[src/gpm_pkg.sv]
// constants and types shared by the general-purpose port mode logic
package gpm_pkg;

    // ----------------------------------------------------------------
    // port geometry
    // ----------------------------------------------------------------
    localparam int NUM_PORTS = 3; // ports B, C and D
    localparam int PORT_WIDTH = 8; // pins per port
    localparam int ADDR_WIDTH = 8; // register address width
    localparam int MODE_WIDTH = 4; // control bits per pin

    // ----------------------------------------------------------------
    // register map: four registers per port, ports four apart
    // ----------------------------------------------------------------
    localparam logic [7:0] PORT_B_VALUE_OFS = 8'h9A; // first port base
    localparam logic [7:0] PORT_STRIDE = 8'h04; // distance between ports
    localparam logic [1:0] KIND_VALUE = 2'h0; // port_value_reg
    localparam logic [1:0] KIND_DIRECTION = 2'h1; // port_direction_reg
    localparam logic [1:0] KIND_ALT_ONE = 2'h2; // port_alt_select_one
    localparam logic [1:0] KIND_ALT_TWO = 2'h3; // port_alt_select_two

    // ----------------------------------------------------------------
    // reset values: code 0010 on every pin is plain input
    // ----------------------------------------------------------------
    localparam logic [7:0] RST_VALUE = 8'h00;
    localparam logic [7:0] RST_DIRECTION = 8'hFF;
    localparam logic [7:0] RST_ALT_ONE = 8'h00;
    localparam logic [7:0] RST_ALT_TWO = 8'h00;
    localparam logic [7:0] RD_UNMAPPED = 8'h00; // answer off the map

    // ----------------------------------------------------------------
    // mode codes {alt two, alt one, direction, value}
    // ----------------------------------------------------------------
    localparam logic [3:0] MODE_DRIVE_LOW = 4'h0;
    localparam logic [3:0] MODE_DRIVE_HIGH = 4'h1;
    localparam logic [3:0] MODE_INPUT_A = 4'h2;
    localparam logic [3:0] MODE_INPUT_B = 4'h3;
    localparam logic [3:0] MODE_DRAIN_LOW = 4'h4;
    localparam logic [3:0] MODE_DRAIN_OPEN = 4'h5;
    localparam logic [3:0] MODE_SOURCE_OPEN = 4'h6;
    localparam logic [3:0] MODE_SOURCE_HIGH = 4'h7;
    localparam logic [3:0] MODE_RESERVED = 4'h8;
    localparam logic [3:0] MODE_DUAL_EDGE = 4'h9;
    localparam logic [3:0] MODE_ALT_A = 4'hA;
    localparam logic [3:0] MODE_ALT_B = 4'hB;
    localparam logic [3:0] MODE_LEVEL_LOW = 4'hC;
    localparam logic [3:0] MODE_LEVEL_HIGH = 4'hD;
    localparam logic [3:0] MODE_FALL_EDGE = 4'hE;
    localparam logic [3:0] MODE_RISE_EDGE = 4'hF;

    // ----------------------------------------------------------------
    // types
    // ----------------------------------------------------------------
    typedef logic [PORT_WIDTH-1:0] gpm_byte_t;
    typedef logic [PORT_WIDTH-1:0][MODE_WIDTH-1:0] gpm_modes_t;

endpackage

[src/gpm_irq_port.sv]
// pin sampling and interrupt detection for one 8-pin port
`timescale 1ns/1ps
`default_nettype none
module gpm_irq_port (
    input wire logic clock,
    input wire logic nrst,
    input wire gpm_pkg::gpm_byte_t pinIn, // pin levels, clock-synchronous
    input wire gpm_pkg::gpm_modes_t modeCode, // per-pin mode code
    input wire gpm_pkg::gpm_byte_t clrReq, // one-cycle write-one pulses
    output logic [gpm_pkg::PORT_WIDTH-1:0] pinSample, // sampled pin level
    output logic [gpm_pkg::PORT_WIDTH-1:0] irqReq // request per pin
);
    import gpm_pkg::*;

    // ----------------------------------------------------------------
    // state
    // ----------------------------------------------------------------
    typedef struct packed {
        gpm_byte_t smp; // pin level this cycle
        gpm_byte_t prev; // pin level one cycle earlier
        gpm_byte_t edgeFlag; // latched edge request
        gpm_byte_t irq; // request toward the core
    } gpm_irq_state_t;

    gpm_irq_state_t cur_ff;
    gpm_irq_state_t nxt_cur;

    // ----------------------------------------------------------------
    // detection
    // ----------------------------------------------------------------
    // a single sample stage: pins are already synchronous, and the
    // level check needs the current and previous sample anyway
    always_comb begin
        logic rise;
        logic fall;
        logic hit;
        logic lvl;
        logic isEdge;
        rise = 1'b0;
        fall = 1'b0;
        hit = 1'b0;
        lvl = 1'b0;
        isEdge = 1'b0;
        nxt_cur = cur_ff;
        nxt_cur.smp = pinIn;
        nxt_cur.prev = cur_ff.smp;
        for (int i = 0; i < PORT_WIDTH; i++) begin
            rise = cur_ff.smp[i] & ~cur_ff.prev[i];
            fall = ~cur_ff.smp[i] & cur_ff.prev[i];
            // level matches stored bit in both of the last two samples
            lvl = (cur_ff.smp[i] == modeCode[i][0])
                && (cur_ff.prev[i] == modeCode[i][0]);
            unique case (modeCode[i])
                MODE_DUAL_EDGE: begin
                    isEdge = 1'b1;
                    hit = rise | fall;
                end
                MODE_FALL_EDGE: begin
                    isEdge = 1'b1;
                    hit = fall;
                end
                MODE_RISE_EDGE: begin
                    isEdge = 1'b1;
                    hit = rise;
                end
                default: begin
                    isEdge = 1'b0;
                    hit = 1'b0;
                end
            endcase
            // a new edge wins over a clear in the same cycle
            if (isEdge) begin
                nxt_cur.edgeFlag[i] = (cur_ff.edgeFlag[i] & ~clrReq[i]) | hit;
            end else begin
                nxt_cur.edgeFlag[i] = 1'b0;
            end
            unique case (modeCode[i])
                MODE_LEVEL_LOW, MODE_LEVEL_HIGH: nxt_cur.irq[i] = lvl;
                MODE_DUAL_EDGE, MODE_FALL_EDGE, MODE_RISE_EDGE:
                    nxt_cur.irq[i] = nxt_cur.edgeFlag[i];
                default: nxt_cur.irq[i] = 1'b0;
            endcase
        end
    end

    // ----------------------------------------------------------------
    // registers
    // ----------------------------------------------------------------
    always_ff @(posedge clock or negedge nrst) begin
        if (!nrst) begin
            cur_ff <= '0;
        end else begin
            cur_ff <= nxt_cur;
        end
    end

    assign pinSample = cur_ff.smp;
    assign irqReq = cur_ff.irq;

endmodule // gpm_irq_port
`default_nettype wire

[src/gpm_ports.sv]
// three general-purpose ports: registers, pin drive and interrupts
//
// Design decisions made here: the address map and strobed register access.
`timescale 1ns/1ps
`default_nettype none
module gpm_ports (
    input wire logic clock,
    input wire logic nrst,
    // register port
    input wire logic [gpm_pkg::ADDR_WIDTH-1:0] regAddr, // byte address
    input wire logic [gpm_pkg::PORT_WIDTH-1:0] regWrData, // write data
    input wire logic regWrEn, // one-cycle write strobe
    input wire logic regRdEn, // one-cycle read strobe
    output logic [gpm_pkg::PORT_WIDTH-1:0] regRdData, // next-cycle data
    // pins, index 0 is port B
    input wire logic [gpm_pkg::NUM_PORTS-1:0][gpm_pkg::PORT_WIDTH-1:0] pinIn,
    output logic [gpm_pkg::NUM_PORTS-1:0][gpm_pkg::PORT_WIDTH-1:0] pinOut,
    output logic [gpm_pkg::NUM_PORTS-1:0][gpm_pkg::PORT_WIDTH-1:0] pinOe,
    // alternate peripheral functions
    input wire logic [gpm_pkg::NUM_PORTS-1:0][gpm_pkg::PORT_WIDTH-1:0] altOut,
    input wire logic [gpm_pkg::NUM_PORTS-1:0][gpm_pkg::PORT_WIDTH-1:0] altOe,
    output logic [gpm_pkg::NUM_PORTS-1:0][gpm_pkg::PORT_WIDTH-1:0] altIn,
    // interrupt requests toward the vectored interrupt logic
    output logic [gpm_pkg::NUM_PORTS-1:0][gpm_pkg::PORT_WIDTH-1:0] irqReq
);
    import gpm_pkg::*;

    // ----------------------------------------------------------------
    // state
    // ----------------------------------------------------------------
    // control registers of all ports plus the registered outputs;
    // the index runs over ports B, C, D in that order
    typedef struct packed {
        logic [NUM_PORTS-1:0][PORT_WIDTH-1:0] valueReg; // value bits
        logic [NUM_PORTS-1:0][PORT_WIDTH-1:0] dirReg; // direction bits
        logic [NUM_PORTS-1:0][PORT_WIDTH-1:0] altOneReg; // alt one bits
        logic [NUM_PORTS-1:0][PORT_WIDTH-1:0] altTwoReg; // alt two bits
        logic [NUM_PORTS-1:0][PORT_WIDTH-1:0] out; // pin output level
        logic [NUM_PORTS-1:0][PORT_WIDTH-1:0] oe; // pin output enable
        logic [PORT_WIDTH-1:0] rdData; // read answer
    } gpm_state_t;

    gpm_state_t cur_ff; // registered state
    gpm_state_t nxt_cur; // next value of the state

    // ----------------------------------------------------------------
    // address decode
    // ----------------------------------------------------------------
    // returns {hit, port index, register kind}; used by the write and
    // the read path so the two can never disagree on the map
    function automatic logic [4:0] decodeAddr(input logic [ADDR_WIDTH-1:0] a);
        logic [ADDR_WIDTH-1:0] rel;
        logic [4:0] res;
        rel = a - PORT_B_VALUE_OFS;
        res = 5'h00;
        for (int p = 0; p < NUM_PORTS; p++) begin
            if (rel[ADDR_WIDTH-1:2] == p[ADDR_WIDTH-3:0]) begin
                res = {1'b1, p[1:0], rel[1:0]};
            end
        end
        // below the first port the subtraction wraps round
        if (a < PORT_B_VALUE_OFS) begin
            res = 5'h00;
        end
        return res;
    endfunction

    logic [4:0] dec; // decode of the current address
    logic decHit; // address lands on a register
    logic [1:0] decPort; // port addressed
    logic [1:0] decKind; // register within the port

    assign dec = decodeAddr(regAddr);
    assign decHit = dec[4];
    assign decPort = dec[3:2];
    assign decKind = dec[1:0];

    // ----------------------------------------------------------------
    // per-port interrupt detectors
    // ----------------------------------------------------------------
    logic [NUM_PORTS-1:0][PORT_WIDTH-1:0] pinSample; // sampled levels
    logic [NUM_PORTS-1:0][PORT_WIDTH-1:0] clrReq; // write-one clears
    gpm_modes_t modeOf [NUM_PORTS]; // mode code of each pin

    // one detector per port, all alike
    generate
        for (genvar p = 0; p < NUM_PORTS; p++) begin : g_port
            for (genvar i = 0; i < PORT_WIDTH; i++) begin : g_pin
                // code order {alt two, alt one, direction, value}
                assign modeOf[p][i] = {cur_ff.altTwoReg[p][i],
                    cur_ff.altOneReg[p][i], cur_ff.dirReg[p][i],
                    cur_ff.valueReg[p][i]};
            end
            // a value-register write pulses the clear for each one bit;
            // the detector ignores it unless the pin is in an edge mode
            assign clrReq[p] = (regWrEn && decHit && decPort == 2'(p)
                && decKind == KIND_VALUE) ? regWrData : '0;
            gpm_irq_port u_irq (
                .clock(clock),
                .nrst(nrst),
                .pinIn(pinIn[p]),
                .modeCode(modeOf[p]),
                .clrReq(clrReq[p]),
                .pinSample(pinSample[p]),
                .irqReq(irqReq[p])
            );
        end
    endgenerate

    // the alternate function sees the same synchronous sample
    assign altIn = pinSample;

    // ----------------------------------------------------------------
    // next state
    // ----------------------------------------------------------------
    always_comb begin
        nxt_cur = cur_ff;

        // register writes, one byte per strobe
        if (regWrEn && decHit) begin
            unique case (decKind)
                KIND_VALUE: nxt_cur.valueReg[decPort] = regWrData;
                KIND_DIRECTION: nxt_cur.dirReg[decPort] = regWrData;
                KIND_ALT_ONE: nxt_cur.altOneReg[decPort] = regWrData;
                KIND_ALT_TWO: nxt_cur.altTwoReg[decPort] = regWrData;
            endcase
        end

        // read answer: valid only the cycle after the strobe
        nxt_cur.rdData = RD_UNMAPPED;
        if (regRdEn && decHit) begin
            unique case (decKind)
                // the value register reads the pins, never the stored bits
                KIND_VALUE: nxt_cur.rdData = pinSample[decPort];
                KIND_DIRECTION: nxt_cur.rdData = cur_ff.dirReg[decPort];
                KIND_ALT_ONE: nxt_cur.rdData = cur_ff.altOneReg[decPort];
                KIND_ALT_TWO: nxt_cur.rdData = cur_ff.altTwoReg[decPort];
            endcase
        end

        // pin drive, each pin on its own code; one cycle of latency
        // keeps every output on a flip-flop, alternate path included
        for (int p = 0; p < NUM_PORTS; p++) begin
            for (int i = 0; i < PORT_WIDTH; i++) begin
                unique case (modeOf[p][i])
                    MODE_DRIVE_LOW, MODE_DRIVE_HIGH: begin
                        nxt_cur.oe[p][i] = 1'b1;
                        nxt_cur.out[p][i] = cur_ff.valueReg[p][i];
                    end
                    MODE_DRAIN_LOW, MODE_DRAIN_OPEN: begin
                        // only a zero is driven; a one floats
                        nxt_cur.oe[p][i] = ~cur_ff.valueReg[p][i];
                        nxt_cur.out[p][i] = 1'b0;
                    end
                    MODE_SOURCE_OPEN, MODE_SOURCE_HIGH: begin
                        // only a one is driven; a zero floats
                        nxt_cur.oe[p][i] = cur_ff.valueReg[p][i];
                        nxt_cur.out[p][i] = 1'b1;
                    end
                    MODE_ALT_A, MODE_ALT_B: begin
                        nxt_cur.oe[p][i] = altOe[p][i];
                        nxt_cur.out[p][i] = altOut[p][i];
                    end
                    default: begin
                        // input, reserved and interrupt codes float
                        nxt_cur.oe[p][i] = 1'b0;
                        nxt_cur.out[p][i] = 1'b0;
                    end
                endcase
            end
        end
    end

    // ----------------------------------------------------------------
    // state register
    // ----------------------------------------------------------------
    // reset code 0010 everywhere: plain input, no interrupt
    always_ff @(posedge clock or negedge nrst) begin
        if (!nrst) begin
            cur_ff.valueReg <= {NUM_PORTS{RST_VALUE}};
            cur_ff.dirReg <= {NUM_PORTS{RST_DIRECTION}};
            cur_ff.altOneReg <= {NUM_PORTS{RST_ALT_ONE}};
            cur_ff.altTwoReg <= {NUM_PORTS{RST_ALT_TWO}};
            cur_ff.out <= '0;
            cur_ff.oe <= '0;
            cur_ff.rdData <= RD_UNMAPPED;
        end else begin
            cur_ff <= nxt_cur;
        end
    end

    // ----------------------------------------------------------------
    // outputs
    // ----------------------------------------------------------------
    assign pinOut = cur_ff.out;
    assign pinOe = cur_ff.oe;
    assign regRdData = cur_ff.rdData;

endmodule // gpm_ports
`default_nettype wire

[config.mk]
export PLATFORM = sky130hd
export DESIGN_NAME = gpm_ports
export DESIGN_NICKNAME = d
export VERILOG_FILES = /design/src/gpm_pkg.sv /design/src/gpm_irq_port.sv /design/src/gpm_ports.sv
export SDC_FILE = /design/constraint.sdc
export NUM_CORES = 1
export LEC_CHECK = 0
export BUFFER_PORTS_ARGS = -buffer_cell sky130_fd_sc_hd__buf_2
export CORE_MARGIN = 2
export CORE_UTILIZATION = 62
export DETAILED_ROUTE_END_ITERATION = 7
export PLACE_DENSITY = 0.85
export SYNTH_ARGS = -nofsm -noshare
export SYNTH_HDL_FRONTEND = slang
export SYNTH_SLANG_ARGS = --single-unit
export TNS_END_PERCENT = 10
[constraint.sdc]
create_clock -name clock -period 2.35 [get_ports clock]
set_input_delay 0.235 -clock clock [delete_from_list [all_inputs] [get_ports clock]]
set_output_delay 0.235 -clock clock [all_outputs]
set_load 0.02 [all_outputs]
==> Flow_metrics.wiki <==
{| class="wikitable"
! Metric !! Value
|-
| Status || completed
|-
| Unrepaired setup endpoints after global routing || no
|-
| Detailed-route wire length per cell || 18.8 um
|-
| Share of the clock period used by the worst path after layout || between 80% and 90%
|-
| Die span in y || ~150 um
|-
| Clock tree from TritonCTS || yes
|-
| Leakage Power || 7.32 nW
|-
| Std cell rows || 53
|-
| Category of cells accounting for the largest share of critical-path delay || compound AO/OA/AOI/OAI gates
|-
| Leading cell type in the layout, fill and taps excluded || sky130_fd_sc_hd__dfrtp_1
|-
| Top cell type's share of synthesized area || 42.4%
|-
| Dominant register cell in the synthesized netlist || sky130_fd_sc_hd__dfrtp_1
|-
| Relative max-transition margin || about 58%
|-
| PortBufs || just under 200
|-
| Pre-Repair DR Iteration Count || 6
|-
| # Max-Cap Violations || 0
|-
| H-tree levels || 1
|-
| Buffers inserted during post-CTS setup optimization || 0
|-
| Data required time at the worst endpoint || 2.74 ns
|-
| Maximum number of buffers from clock root to sink || 3
|-
| Clock input transition at the sequential cells of the worst setup and hold paths || around 0.06 ns
|-
| Number of synthesized register bits || between 200 and 250
|-
| # resized after CTS || 0
|-
| Synthesized netlist net count || between 1,000 and 1,500
|-
| Clock latency on the worst-skew pair || 0.53 ns
|-
| Worst-Margin Slew || roughly 0.63 ns
|-
| Placeable core area || roughly 0.021 mm2
|-
| Cell Chain, Critical Path || buf_2 > inv_1 > ha_4 > buf_4 > xnor2_2 > nand3_1 > a2111o_1 > buf_4 > a222oi_1 > o22a_1 > a31oi_1
|-
| Power density cells || roughly 660 mW/mm2
|-
| Via count of the first global-routing pass || slightly above 10,000
|-
| Tmin final || about 1.9 ns
|-
| RePlAce Congestion || between 0.9 and 1
|-
| Total buffers and inverters traversed by the critical path || 4
|-
| Post-synth ARST share || 100%
|-
| Number of enable flip-flop cells after synthesis || 0
|-
| Initial cell density of the core || 63.1%
|-
| Critical path launch point type || input port
|-
| Post-synthesis instance total || 1,315
|-
| I/O pin count || 196
|-
| Stages on worst setup path || 11
|-
| Antenna diode count || 0
|-
| FILL cells || 1,448
|-
| CP max-delay cell || sky130_fd_sc_hd__a2111o_1
|-
| HPWL after DPL || 22,300 um
|-
| Count of nets after finishing || 1,589
|-
| Top fanout value on the critical path || 10
|-
| Data arrival time of the worst path || between 2 and 2.5 ns
|-
| Slowest Stage Delay on Critical Path || 0.44 ns
|-
| Hold crit path type || input port to flop
|-
| Total number of clock tree sinks || between 200 and 250
|-
| Aggregate global-route resource usage || 29.0%
|-
| Count of yosys warnings during synthesis || 0
|-
| Via count normalized by instance count || between 6 and 7
|-
| Setup clock skew after layout || about 0.0094 ns
|-
| Crit path capture type || flop
|-
| Clock root buffer master || sky130_fd_sc_hd__clkbuf_16
|-
| Max-slew violations || 0
|-
| Netlist area before placement || roughly 0.013 mm2
|-
| TritonCTS buffer count || 26
|-
| Largest net degree at the start of global routing || between 80 and 90
|-
| Number of hold violations in the final report || 0
|-
| Number of buffers added to fix hold violations after cts || 35
|-
| Area taken by flip-flops and latches || just over 0.006 mm2
|-
| Remaining antenna violation count after routing || 0
|-
| Number of distinct library cell variants in the gate-level netlist after synthesis || 63
|-
| Sequential cell area fraction in the yosys report || 47.1%
|-
| Fraction of final layout cells with drive strength greater than 1 || around 29%
|-
| DRC violation count after routing || 0
|-
| Global-route wire length before repair || 51,700 um
|-
| Pre-CTS WS || -0.0476 ns
|-
| Die outline area || roughly 0.023 mm2
|-
| Final worst-path setup slack || ~0.45 ns
|-
| Cell type with the highest occurrence count on the critical path || sky130_fd_sc_hd__buf_4
|-
| Count of vias placed by the detailed router || between 10,000 and 15,000
|-
| Overflow left after global routing || 0
|-
| WHS Path Cells || 4
|-
| Dominant cell type by area after synthesis || sky130_fd_sc_hd__dfrtp_1
|-
| DRC marker count from the first detailed-route iteration || approximately 850
|-
| Highest clock frequency the design can meet || about 530 MHz
|-
| Area growth from synthesis to layout || 14.4%
|-
| Horizontal extent of the die || between 150 and 200 um
|-
| Critical path class || input port to flop
|-
| Top cells by area in the synthesized netlist || sky130_fd_sc_hd__dfrtp_1 42%, sky130_fd_sc_hd__mux2_2 7.4%, sky130_fd_sc_hd__buf_4 6.0%, sky130_fd_sc_hd__dfstp_2 4.8%, sky130_fd_sc_hd__ha_1 4.6%
|-
| Mean post-synth cell area || a little over 10 um2
|-
| Number of antenna violations at the first check in global routing || 0
|-
| Number of setup violations in the final report || 0
|-
| Worst supply voltage drop on vdd || 0.000609 V
|-
| Leading cell types in the layout, fill and taps excluded || 224 x sky130_fd_sc_hd__dfrtp_1, 194 x sky130_fd_sc_hd__buf_2, 140 x sky130_fd_sc_hd__nand2_1
|-
| Area of combinational cells with multiple inputs || between 0.005 and 0.006 mm2
|-
| Post-layout util || between 70% and 80%
|-
| Number of cell instances on the worst register-to-register path || 6
|-
| Wirelength, routed || ~33,000 um
|}
[state kept, by name, summed over array words and instances (netlist names)]
name	count
cur_ff	96
g_port.u_irq.cur_ff	48
g_port.u_irq.irqReq	24
g_port.u_irq.pinSample	24
pinOe	24
pinOut	24
regRdData	8
[Yosys cell counts, types with 11 or more instances]
library cell	n
sky130_fd_sc_hd__dfrtp_1	224
sky130_fd_sc_hd__nand2_1	140
sky130_fd_sc_hd__buf_4	106
sky130_fd_sc_hd__inv_1	104
sky130_fd_sc_hd__mux2_2	87
sky130_fd_sc_hd__nand3_1	87
sky130_fd_sc_hd__o21ai_0	61
sky130_fd_sc_hd__clkbuf_1	57
sky130_fd_sc_hd__ha_1	49
sky130_fd_sc_hd__nor2_1	38
sky130_fd_sc_hd__a31oi_1	35
sky130_fd_sc_hd__a21oi_1	33
sky130_fd_sc_hd__a222oi_1	29
sky130_fd_sc_hd__a22o_1	27
sky130_fd_sc_hd__dfstp_2	24
sky130_fd_sc_hd__nor3_1	21
sky130_fd_sc_hd__o21a_1	21
sky130_fd_sc_hd__or3_1	21
sky130_fd_sc_hd__a41o_1	20
sky130_fd_sc_hd__nor2b_1	16
sky130_fd_sc_hd__o22ai_1	14
sky130_fd_sc_hd__mux2i_1	13
sky130_fd_sc_hd__a221oi_1	11
[area by class of cell]
type	count	area share (%)
timing repair buffer	278	11.6
inverter	104	2.58
sequential	248	41.2
tap	275	2.27
clock buffer	37	4.84
multi-input combinational	790	36.6
clock inverter	10	0.876
[where the power goes]
group	switching, mW	internal, mW	leakage (nW)	total, mW
Clock	1.65	2.50	0.415	4.14
Sequential	0.305	4.50	3.11	4.81
Combinational	0.632	0.487	3.80	1.12
[worst paths after layout]
check                                                  start                         end  slack (ns)
min in group asynchronous                               nrst   g_port[0].u_irq.irqReq[0]        0.29
worst max-delay path                              regAddr[2]                regRdData[0]        0.45
max in group asynchronous                               nrst                 cur_ff[124]        1.25
worst max register to register                   cur_ff[102]                regRdData[6]        0.63
worst min register to register  g_port[2].u_irq.pinSample[4]  g_port[2].u_irq.cur_ff[20]        0.50
worst min-delay path                              altOut[22]                  pinOut[22]        0.06
[tightest hold or removal path: cells and delay by family]
kind / cells / cell delay (ns)
simple gates: 1 / 0.06
buf+inv: 1 / 0.08
compound gates: 2 / 0.19
[cell families after synthesis]
family,share of synthesized area (%)
flops,47.1
buf+inv,11.2
xor+xnor,0.255
fa+ha+maj,4.63
mux,8.39
simple gates,13.2
compound gates,15.2
[metal layers]
layer	vias up	GRT usage [%]	part of all wire, %
met1	5134	37.0	40
met2	450	49.3	49
li1	4824	-	-
met3	101	4.42	7.1
met4	0	12.3	4.2
met5	-	0	0
[per-stage QoR]
step                      instance area [um2]  TNS (ns)  power, mW  hold WS (ns)  std cells
after floorplan                         13300         0       5.59       -0.0606       1315
after global placement                  13900         0       5.88         0.272       1660
after detailed placement                13900    -0.311       5.93         0.274       1660
after CTS                               15100         0       10.1        0.0508       1742
after global routing                    15100         0       10.5        0.0618       1742
final                                   15100         0       10.1        0.0630       1742
No activity file was read; power rests on OpenSTA's default activity.
